[config.mk]
export PLATFORM = sky130hd
export DESIGN_NAME = fus_sequencer
export DESIGN_NICKNAME = d
export VERILOG_FILES = /design/src/pkg/fus_pkg.sv /design/src/design/fus_sequencer.sv
export SDC_FILE = /design/constraint.sdc
export NUM_CORES = 1
export LEC_CHECK = 0
export BUFFER_PORTS_ARGS = -buffer_cell sky130_fd_sc_hd__buf_2
export CAP_MARGIN = 20
export CORE_MARGIN = 2
export CORE_UTILIZATION = 25
export DETAILED_ROUTE_END_ITERATION = 10
export GPL_TIMING_DRIVEN = 0
export HOLD_SLACK_MARGIN = 0.1
export PLACE_DENSITY = 0.48
export SLEW_MARGIN = 20
export SYNTH_ARGS = -nofsm -noshare
export SYNTH_HDL_FRONTEND = slang
export SYNTH_SLANG_ARGS = --single-unit
[constraint.sdc]
create_clock -name core_clk -period 3 [get_ports core_clk]
set_input_delay 0.15 -clock core_clk [delete_from_list [all_inputs] [get_ports core_clk]]
set_output_delay 0.15 -clock core_clk [all_outputs]
set_load 0.005 [all_outputs]
[src/pkg/fus_pkg.sv]
// Constants and carrier types for the flash update sequencer
package fus_pkg;
    localparam logic [7:0] FUS_CMD_START = 8'h10;
    localparam logic [7:0] FUS_CMD_ERASE = 8'h11;
    localparam logic [7:0] FUS_CMD_WRITE = 8'h12;
    localparam logic [7:0] FUS_READY_BYTE = 8'h55;
    localparam logic [7:0] FUS_BLK_LIMIT = 8'h26;
    localparam logic [7:0] FUS_BLK_FIRST_SMALL = 8'h1e;
    localparam int FUS_LARGE_BLOCKS = 30;
    localparam int FUS_SMALL_BLOCKS = 8;
    localparam logic [31:0] FUS_LARGE_BASE = 32'h00f8_0000;
    localparam logic [31:0] FUS_SMALL_BASE = 32'h00ff_8000;
    localparam logic [31:0] FUS_LARGE_SIZE = 32'h0000_4000;
    localparam logic [31:0] FUS_SMALL_SIZE = 32'h0000_1000;
    localparam logic [7:0] FUS_READ_TOP = 8'hff;
    localparam logic [7:0] FUS_PROG_ALIGN = 8'h00;
    localparam logic [15:0] FUS_D_NORMAL = 16'h00ff;
    localparam logic [15:0] FUS_D_PCLK0 = 16'h00e9;
    localparam logic [15:0] FUS_D_PCLK1 = 16'h0003;
    localparam logic [15:0] FUS_D_PCLK_VAL = 16'h0f0f;
    localparam logic [15:0] FUS_D_CONFIRM = 16'h00d0;
    localparam logic [15:0] FUS_D_PROG0 = 16'h00e8;
    localparam logic [15:0] FUS_D_PROG1 = 16'h0080;
    localparam logic [15:0] FUS_D_ERASE = 16'h0020;
    localparam logic [15:0] FUS_D_CLRSTAT = 16'h0050;
    localparam int FUS_PCLK_WRITES = 6;
    localparam int FUS_PROG_WRITES = 131;
    localparam int FUS_PROG_WORDS = 128;
    localparam logic [3:0] FUS_IND_ALL_OFF = 4'hf;
    localparam logic [3:0] FUS_IND_DONE = 4'he;
    localparam logic [3:0] FUS_IND_ERR_CMD = 4'hd;
    localparam logic [3:0] FUS_IND_ERR_BLK = 4'hb;
    localparam logic [3:0] FUS_IND_ERR_FLASH = 4'h7;

    typedef struct packed {
        logic valid;
        logic [31:0] addr;
        logic [15:0] data;
    } fus_fwr_t;

    typedef struct packed {
        logic valid;
        logic [7:0] data;
    } fus_byte_t;
endpackage : fus_pkg

[src/design/fus_sequencer.sv]
// Flash update sequencer: command decode, flash command writes, indicators
`timescale 1ns/1ps
// Function
// RULE_01: Indicator outputs are active low: low lights, high darkens.
// RULE_02: Indicators on port0 bits 2,3,5 and port3 bit 4; direction bits set.
// RULE_03: Handshake shown on a dedicated busy output toward the master.
// RULE_04: After each handled item, send ready byte 55h.
// RULE_05: Master waits for the ready byte before sending more.
// RULE_06: Thirty 16 KB and eight 4 KB blocks; erase whole blocks.
// RULE_07: Program in 256-byte units starting at low byte 00h.
// RULE_08: Large blocks from 00F80000h, 4000h apart, highest number lowest; code puts block 00h lowest, addresses ascending with number.
// RULE_09: Small blocks from 00FF8000h, 1000h apart, descending numbers; code puts 1Eh at 00FF8000h, addresses ascending with number.
// RULE_10: Read view address is program view with top byte FFh.
// RULE_11: Normal mode: one write of FFh to command address.
// RULE_12: Clock notify: E9h, 03h, 0F0Fh three times, D0h.
// RULE_13: Program: 131 writes, E8h, 80h first, D0h last.
// RULE_14: 128 data words in order, first to destination, rest to command.
// RULE_15: Erase: 20h to command address, D0h inside the block.
// RULE_16: Status clear: one write of 50h to command address.
// RULE_17: Writes use command, destination and erase-block addresses.
// RULE_18: Accept 10h start, 11h erase, 12h program; reject others.
// RULE_19: Block selector 26h or above signals an error and stops.
// RULE_20: No new sequence until erase or program completes or times out.
module fus_sequencer #(
    parameter logic [31:0] CMD_ADDR = 32'h00f8_0000,
    parameter int WAIT_CYCLES = 100000
) (
    input wire logic core_clk,
    input wire logic rst_n,
    input wire fus_pkg::fus_byte_t rx_byte,
    input wire logic tx_ready,
    input wire logic [15:0] wdata_word,
    input wire logic fl_done,
    input wire logic fl_error,
    output fus_pkg::fus_byte_t tx_byte,
    output logic wdata_pop,
    output fus_pkg::fus_fwr_t fl_write,
    output logic busy_port,
    output logic [7:0] port0_output_value,
    output logic [7:0] port0_direction,
    output logic [7:0] port3_output_value,
    output logic [7:0] port3_direction,
    output logic [31:0] read_view_addr
);
    import fus_pkg::*;

    typedef enum logic [11:0] {
        FUS_IDLE = 12'h001,
        FUS_CMD = 12'h002,
        FUS_BLK = 12'h004,
        FUS_MODE = 12'h008,
        FUS_PCLK = 12'h010,
        FUS_ERASE = 12'h020,
        FUS_PROG = 12'h040,
        FUS_WAIT = 12'h080,
        FUS_CLR = 12'h100,
        FUS_READY = 12'h200,
        FUS_DONE = 12'h400,
        FUS_ERR = 12'h800
    } fus_state_t;

    typedef enum logic [1:0] {
        FUS_OP_NONE = 2'h0,
        FUS_OP_ERASE = 2'h1,
        FUS_OP_PROG = 2'h2
    } fus_op_t;

    // Program-view base of a block selector
    function automatic logic [31:0] fus_block_base(input logic [7:0] sel);
        logic [31:0] idx;
        idx = {24'h0, sel};
        if (sel < FUS_BLK_FIRST_SMALL) begin // RULE_06
            fus_block_base = FUS_LARGE_BASE + idx * FUS_LARGE_SIZE; // RULE_08
        end else begin
            fus_block_base = FUS_SMALL_BASE
                + (idx - {24'h0, FUS_BLK_FIRST_SMALL}) * FUS_SMALL_SIZE; // RULE_09
        end
    endfunction : fus_block_base

    function automatic logic [31:0] fus_block_size(input logic [7:0] sel);
        fus_block_size = (sel < FUS_BLK_FIRST_SMALL) ? FUS_LARGE_SIZE : FUS_SMALL_SIZE; // RULE_06
    endfunction : fus_block_size

    localparam logic [7:0] STEP_W = 8'h01;

    fus_state_t state_q, state_d;
    fus_op_t op_q, op_d;
    logic [7:0] blk_q, blk_d;
    logic [7:0] step_q, step_d;
    logic [31:0] dest_q, dest_d;
    logic [31:0] wait_q, wait_d;
    logic [3:0] ind_q, ind_d;
    logic busy_q, busy_d;
    fus_byte_t tx_q, tx_d;
    fus_fwr_t fw_q, fw_d;
    logic pop_q, pop_d;
    logic pclk_done_q, pclk_done_d;
    logic [31:0] blk_base;

    assign blk_base = fus_block_base(blk_q);

    always_comb begin
        state_d = state_q;
        op_d = op_q;
        blk_d = blk_q;
        step_d = step_q;
        dest_d = dest_q;
        wait_d = wait_q;
        ind_d = ind_q;
        busy_d = busy_q;
        tx_d = '0;
        fw_d = '0;
        pop_d = 1'b0;
        pclk_done_d = pclk_done_q;
        case (state_q)
            FUS_IDLE: begin
                busy_d = 1'b0;
                if (rx_byte.valid) begin
                    busy_d = 1'b1;
                    if (rx_byte.data == FUS_CMD_START) begin // RULE_18
                        state_d = FUS_READY;
                        state_d = FUS_MODE;
                        step_d = '0;
                    end else begin
                        ind_d = FUS_IND_ERR_CMD;
                        state_d = FUS_ERR;
                    end
                end
            end
            FUS_MODE: begin
                fw_d.valid = 1'b1;
                fw_d.addr = CMD_ADDR;
                fw_d.data = FUS_D_NORMAL; // RULE_11
                state_d = pclk_done_q ? FUS_READY : FUS_PCLK;
            end
            FUS_PCLK: begin
                fw_d.valid = 1'b1;
                fw_d.addr = CMD_ADDR; // RULE_17
                case (step_q)
                    8'h00: fw_d.data = FUS_D_PCLK0; // RULE_12
                    8'h01: fw_d.data = FUS_D_PCLK1;
                    8'h05: fw_d.data = FUS_D_CONFIRM;
                    default: fw_d.data = FUS_D_PCLK_VAL;
                endcase
                step_d = step_q + STEP_W;
                if (step_q == 8'(FUS_PCLK_WRITES - 1)) begin
                    step_d = '0;
                    pclk_done_d = 1'b1;
                    state_d = FUS_READY;
                end
            end
            FUS_CMD: begin
                busy_d = 1'b0;
                if (rx_byte.valid) begin
                    busy_d = 1'b1;
                    if (rx_byte.data == FUS_CMD_ERASE) begin // RULE_18
                        op_d = FUS_OP_ERASE;
                        state_d = FUS_BLK;
                    end else if (rx_byte.data == FUS_CMD_WRITE) begin
                        op_d = FUS_OP_PROG;
                        state_d = FUS_BLK;
                    end else begin
                        ind_d = FUS_IND_ERR_CMD;
                        state_d = FUS_ERR;
                    end
                end
            end
            FUS_BLK: begin
                if (rx_byte.valid) begin
                    if (rx_byte.data >= FUS_BLK_LIMIT) begin // RULE_19
                        ind_d = FUS_IND_ERR_BLK;
                        state_d = FUS_ERR;
                    end else begin
                        blk_d = rx_byte.data;
                        dest_d = fus_block_base(rx_byte.data);
                        step_d = '0;
                        state_d = (op_q == FUS_OP_ERASE) ? FUS_ERASE : FUS_PROG;
                    end
                end
            end
            FUS_ERASE: begin
                fw_d.valid = 1'b1;
                fw_d.addr = (step_q == '0) ? CMD_ADDR : blk_base; // RULE_15
                fw_d.data = (step_q == '0) ? FUS_D_ERASE : FUS_D_CONFIRM;
                step_d = step_q + STEP_W;
                if (step_q != '0) begin
                    wait_d = '0;
                    state_d = FUS_WAIT;
                end
            end
            FUS_PROG: begin
                // Pop one cycle ahead: the store only advances after it sees the registered pulse
                pop_d = (step_q >= STEP_W) && (step_q <= 8'(FUS_PROG_WORDS)); // RULE_14
                fw_d.valid = 1'b1;
                fw_d.addr = CMD_ADDR;
                if (step_q == 8'h00) begin
                    fw_d.data = FUS_D_PROG0; // RULE_13
                end else if (step_q == 8'h01) begin
                    fw_d.data = FUS_D_PROG1;
                end else if (step_q == 8'(FUS_PROG_WRITES - 1)) begin
                    fw_d.data = FUS_D_CONFIRM;
                    wait_d = '0;
                    state_d = FUS_WAIT;
                end else begin
                    fw_d.data = wdata_word; // RULE_14
                    if (step_q == 8'h02) begin
                        fw_d.addr = {dest_q[31:8], FUS_PROG_ALIGN}; // RULE_07
                    end
                end
                step_d = step_q + STEP_W;
            end
            FUS_WAIT: begin
                wait_d = wait_q + 32'h1;
                if (fl_error || wait_q == 32'(WAIT_CYCLES)) begin // RULE_20
                    ind_d = FUS_IND_ERR_FLASH;
                    state_d = FUS_ERR;
                end else if (fl_done) begin
                    state_d = FUS_CLR;
                end
            end
            FUS_CLR: begin
                fw_d.valid = 1'b1;
                fw_d.addr = CMD_ADDR;
                fw_d.data = FUS_D_CLRSTAT; // RULE_16
                if (op_q == FUS_OP_PROG) begin
                    dest_d = dest_q + 32'h100;
                end
                ind_d = FUS_IND_DONE;
                state_d = FUS_READY;
            end
            FUS_READY: begin
                if (tx_ready) begin
                    tx_d.valid = 1'b1;
                    tx_d.data = FUS_READY_BYTE; // RULE_04
                    busy_d = 1'b0; // RULE_03
                    state_d = FUS_CMD; // RULE_05
                end
            end
            FUS_ERR: begin
                busy_d = 1'b1;
            end
            default: begin
                state_d = FUS_ERR;
            end
        endcase
    end

    always_ff @(posedge core_clk or negedge rst_n) begin
        if (!rst_n) begin
            state_q <= FUS_IDLE;
            op_q <= FUS_OP_NONE;
            blk_q <= '0;
            step_q <= '0;
            dest_q <= '0;
            wait_q <= '0;
            ind_q <= FUS_IND_ALL_OFF;
            busy_q <= 1'b1;
            tx_q <= '0;
            fw_q <= '0;
            pop_q <= 1'b0;
            pclk_done_q <= 1'b0;
        end else begin
            state_q <= state_d;
            op_q <= op_d;
            blk_q <= blk_d;
            step_q <= step_d;
            dest_q <= dest_d;
            wait_q <= wait_d;
            ind_q <= ind_d;
            busy_q <= busy_d;
            tx_q <= tx_d;
            fw_q <= fw_d;
            pop_q <= pop_d;
            pclk_done_q <= pclk_done_d;
        end
    end

    logic [7:0] p0_q, p3_q, dir0_q, dir3_q;
    logic [31:0] rd_q;
    logic unused_size;
    assign unused_size = |fus_block_size(blk_q);

    // Indicators are active low: a 0 lights the lamp
    always_ff @(posedge core_clk or negedge rst_n) begin
        if (!rst_n) begin
            p0_q <= 8'hff;
            p3_q <= 8'hff;
            dir0_q <= 8'h00;
            dir3_q <= 8'h00;
            rd_q <= '0;
        end else begin
            p0_q <= {2'b11, ind_q[2], 1'b1, ind_q[1], ind_q[0], 2'b11}; // RULE_01
            p3_q <= {3'b111, ind_q[3], 4'hf};
            dir0_q <= 8'h2c; // RULE_02
            dir3_q <= 8'h10;
            rd_q <= {FUS_READ_TOP, blk_base[23:0]}; // RULE_10
        end
    end

    assign tx_byte = tx_q;
    assign wdata_pop = pop_q;
    assign fl_write = fw_q;
    assign busy_port = busy_q;
    assign port0_output_value = p0_q;
    assign port0_direction = dir0_q;
    assign port3_output_value = p3_q;
    assign port3_direction = dir3_q;
    assign read_view_addr = rd_q;
endmodule : fus_sequencer

# --- Word level (Yosys, flattened, before mapping) ---
# Cells that the tools add are included.
totals:
  ff_bits: 190
  input_bits: 30
  output_inout_bits: 124
classes:
  addsub: 9
  magnitude_cmp: 5
  eq_ne: 39
  n_mux: 63
  n_bitwise: 2
  n_reduce_logical: 21
ops:
  columns: ["cell", "count"]
  rows:
  - ["$mux W32", 14]
  - ["$pmux W49 S5", 1]
  - ["$mux W12", 15]
  - ["$pmux W12 S11", 1]
  - ["$pmux W32 S3", 1]
  - ["$pmux W32 S2", 1]
  - ["$add A25 B21 Y26 const A", 2]
  - ["$add A24 B22 Y25 const A", 2]
  - ["$mux W16", 3]
  - ["$mux W8", 6]
  - ["$pmux W12 S3", 1]
  - ["$ne A2 B2 Y1 const B", 17]
  - ["$add A32 B1 Y32 const B", 1]
  - ["$add A32 B9 Y32 const B", 1]
  - ["$eq A32 B17 Y1 const B", 1]
  - ["$mux W4", 8]
  - ["$pmux W8 S4", 1]
  - ["$eq A8 B5 Y1 const B", 3]
  - ["$pmux W4 S5", 1]
  - ["$mux W9", 2]
  - ["$sub A8 B5 Y9 const B", 2]
  - ["$lt A8 B5 Y1 const B", 2]
  - ["$eq A12 B1 Y1 const B", 1]
  - ["$eq A12 B10 Y1 const B", 1]
  - ["41 further kinds", 51]

# --- Logic depth before layout (Yosys ltp) ---
logic_depth:
  ltp_word: 6
  ltp_mapped: 10
  depth_no_buf: 9

# --- Worst setup path before layout ---
# Ideal clock, no wire load.
synth_path:
  path_kind: "reg2reg"
  start: "register step_q[0]"
  end: "register fw_q, in the netlist fl_write[4]"
  setup_ps: 135
  arrival_time_ps: 2122
  required_time_ps: 2865
  slack_ps: 743
  path_stages_with_launch: 9
  path_buffers: 1
  period_less_slack_ps: 2257
  cell_sequence: "dfrtp_1 -> inv_1 -> ha_1 -> nor3b_1 -> and2_1 -> buf_1 -> nor2_1 -> nor3_1 -> o21ai_0"
synth_lines:
  columns: ["item", "line_no", "rtl"]
  rows:
  - ["from (decl)", "fus_sequencer.sv:89", "logic [7:0] step_q, step_d;"]
  - ["from (signal assigned)", "fus_sequencer.sv:266", "step_q <= step_d;"]
  - ["to (signal assigned)", "fus_sequencer.sv:272", "fw_q <= fw_d;"]
  - ["to (decl)", "fus_sequencer.sv:95", "fus_fwr_t fw_q, fw_d;"]

# --- Worst setup path after layout ---
layout_path:
  start: "register state_q[9]"
  end: "register wait_q[25]"
layout_between:
  elab_chain_cells: 3
  elab_cells_between_ends: 10
layout_lines:
  columns: ["item", "line_no", "rtl"]
  rows:
  - ["from (decl)", "fus_sequencer.sv:86", "fus_state_t state_q, state_d;"]
  - ["from (signal assigned)", "fus_sequencer.sv:263", "state_q <= state_d;"]
  - ["$eq A12 B7 Y1, or another cell as far along", "fus_sequencer.sv:115", "case (state_q)"]
  - ["$ne A2 B2 Y1 (no source line) / $reduce_bool A3 Y1 (equally long branches)", null, null]
  - ["$reduce_and A5 Y1 (no source line)", null, null]
  - ["to (signal assigned)", "fus_sequencer.sv:268", "wait_q <= wait_d;"]
  - ["to (decl)", "fus_sequencer.sv:91", "logic [31:0] wait_q, wait_d;"]
# Several ways; a longest one is shown, not always the timed one.
# A chain may end at the register's enable or synchronous reset.

==> impl_metrics.py <==
metrics = {
    "global_route": {
        "grt_max_degree": 95,
        "grt_use_met1_pct": 18.6,
        "grt_pass1_wl_um": 38900,
        "grt.total_usage_pct": 13.9,
        "grt_overflow": 0,
        "grt_pass1_vias": 6875,
        "antenna_found_initial": 0,
        "busiest_layer": "met2",
        "grt.met3_usage_pct": 2.65,
        "use_met2_pct": 22.8,
    },
    "yosys": {
        "ys_seq_area_share_pct": 44.3,
        "async_flop_share_pct": 100,
        "synth_edf_count": 0,
        "yosysTopAreaCell": "dfrtp_1",
        "synth-compound-area-share_pct": 15.3,
        "ys_types": 75,
        "yosys.area_share.adder_pct": 2.49,
        "synth_top_family_by_area": "simple AND/OR/NAND/NOR gates",
        "synthXorXnorAreaFrac_pct": 4.20,
        "syn_area_um2": 8550,
        "syn_inst": 943,
        "synth-simple-area-share_pct": 24.2,
        "ys_ff_latch": 151,
        "synth_top_area_share_pct": 41.2,
        "synth_ff_type": "dfrtp_1",
        "yosys_warnings": 0,
        "avgSynthCellArea_um2": 9.07,
        "synth_area_leaders": "dfrtp_1 41%, buf_4 5.5%, o21ai_0 4.0%, nand2_1 3.9%, nor2_1 3.3%",
        "synthMuxAreaShare_pct": 0.717,
    },
    "clocking": {
        "htree_num_levels": 4,
        "root_buffer": "clkbuf_16",
        "clock_path_buffers": 2,
        "numCtsBuffers": 17,
        "clk_latency_ns": 0.44,
        "path_clk_slew_ns": 0.07,
        "cts.sink_count": 151,
        "tritoncts": "yes",
        "post_cts_buffers": 0,
    },
    "critical_path": {
        "crit_path_end_kind": "flop",
        "crit_family": "simple AND/OR/NAND/NOR gates",
        "path_buf_inv": 1,
        "crit_type": "reg2reg",
        "slowest_stage": "o21ai_0",
        "start_kind": "flop",
        "crit_path_max_incr_delay_ns": 0.79,
        "crit_chain": "buf_2 -> nor4_4 -> nand4_1 -> o21ai_0 -> nor4_1 -> xnor2_1 -> nor2_1",
        "crit_arrival_ns": 3.14,
        "cp.required_ns": 3.30,
        "worstPathMaxFanout": 10,
    },
    "die": {
        "die_x_um": 189,
        "io_pins": 154,
        "die_area_um2": 35700,
        "dieHeight_um": 189,
        "initial_core_util_pct": 25.4,
        "core-area_um2": 33600,
        "num_rows": 67,
    },
    "job": {
        "maxCapViolations": 0,
    },
    "placed_design": {
        "finalWeightedCongestion": 0.797,
        "dpl.hpwl_um": 18500,
        "port_buffers": 102,
    },
    "sta": {
        "finalCritPeriodShare_pct": 94.6,
        "whs_ns": 0.153,
        "fin_crit_ns": 2.84,
        "drv_slew": 0,
        "rsz0062_at_grt": "yes",
        "clock_skew_ns": 0.0142,
        "finalSetupTns_ns": 0,
        "hold_violations": 0,
        "setup_viol_count_final": 0,
        "worstMarginPinSlew_ns": 0.908,
        "fmax_mhz": 352,
        "relSlewSlack_pct": 38.9,
    },
    "routing": {
        "drt-vias-per-instance": 4.67,
        "num_vias": 7411,
        "finalWirelength_um": 24900,
        "routedWlPerCell_um": 15.7,
        "ant_nets": 0,
        "drc": 0,
        "drt_iter0_markers": 486,
        "first_pass_iters": 5,
    },
    "min_path": {
        "hold_class": "in2reg",
    },
    "status": {
        "outcome": "completed",
    },
    "finish": {
        "nNetsFinal": 1173,
        "drive_above_1_share_pct": 21.1,
        "diodes": 0,
        "layout_commonest_cell": "dfrtp_1",
        "fillers": 3543,
        "final_util_pct": 31.6,
        "ff_latch_area_um2": 3790,
        "syn_to_final_growth_pct": 24.0,
        "final_cell_mix": "141 x dfrtp_1, 109 x buf_2, 89 x nand2_1",
        "multiInputGateArea_um2": 4210,
    },
    "pwr": {
        "p_leak_uw": 0.00494,
        "p_per_area_nw_per_um2": 427,
        "ir_worst_vdd_mv": 0.379,
        "power_uw": 4530,
    },
}
==> worst min-delay path: cells and delay by family <==
family                 cells  cell delay, ns
AOI/OAI and AO/OA          1            0.12
buffers and inverters      1            0.12
and+or+nand+nor            1            0.13
==> kinds of logic after synthesis <==
logic type / Yosys count
and+or+nand+nor: 389
AOI/OAI and AO/OA: 203
DFF: 151
buffers and inverters: 134
xor gates and xnor gates: 41
adders and majority gates: 17
muxes: 6
other: 2
==> sequential cells by signal, summed over array words and instances, names as in the netlist, 2 cells and up <==
name	flops
port0_output_value	3
read_view_addr	12
dest_q	24
fl_write	41
blk_q	8
wait_q	32
state_q	11
op_q	2
step_q	8
ind_q	4
==> worst paths after layout <==
path | from | endpoint | depth (start not counted) | slack (ns)
setup / recovery | state_q[9] | wait_q[25] | 7 | 0.16
hold / removal | wdata_word[4] | fl_write[4] | 3 | 0.15
setup reg to reg | state_q[9] | wait_q[25] | 7 | 0.16
hold reg to reg | ind_q[1] | port0_output_value[3] | 0 | 0.37
max in group asynchronous | rst_n | step_q[7] | 3 | 1.96
min in group asynchronous | rst_n | fl_write[25] | 2 | 0.20
==> power breakdown <==
group          leakage (uW)  internal [uW]  switching [uW]
logic               0.00269            129             157
registers           0.00195           2050            12.2
clock network      0.000294           1130            1060
total               0.00494           3310            1230
==> layout make-up <==
type	instances	area share, %
Multi-Input combinational cell	705	39.7
Buffer	105	6.05
Timing Repair Buffer	118	6.58
Clock inverter	15	1.64
Tap cell	448	5.28
Sequential cell	151	35.7
Inverter	28	0.991
Clock buffer	17	4.01
==> cell usage after synthesis (all sizes together), types with 22 or more instances <==
master and n:
a21oi 37, buf 74, clkbuf 32, dfrtp 141, inv 28, nand2 89, nand3 49, nand4 27
nor2 75, nor3 26, nor4 22, o21ai 74, xnor2 27
==> metrics by stage <==
stage                     setup slack (ns)  cell area [um2]  std cells
after floorplan                      0.743             8730        990
after global placement              -0.627             9800       1540
after detailed placement            -0.335             9840       1541
after CTS                           0.0853            10600       1588
after global routing                -0.112            10600       1587
final                                0.162            10600       1587
==> repair_timing <==
item / in CTS / in global routing
hold endpoints to repair: 74 / 0
endpoints found under the setup margin: 20 / 29
hold buffers: 15 / 0
gates resized for setup: 2 / 5
==> routing by layer <==
layer / vias to the layer above / wire, um
li1: 3645 / -
met1: 3552 / 11700
met2: 193 / 11700
met3: 21 / 1130
met4: 0 / 356
met5: - / 0
No activity file was read; power rests on OpenSTA's default activity.
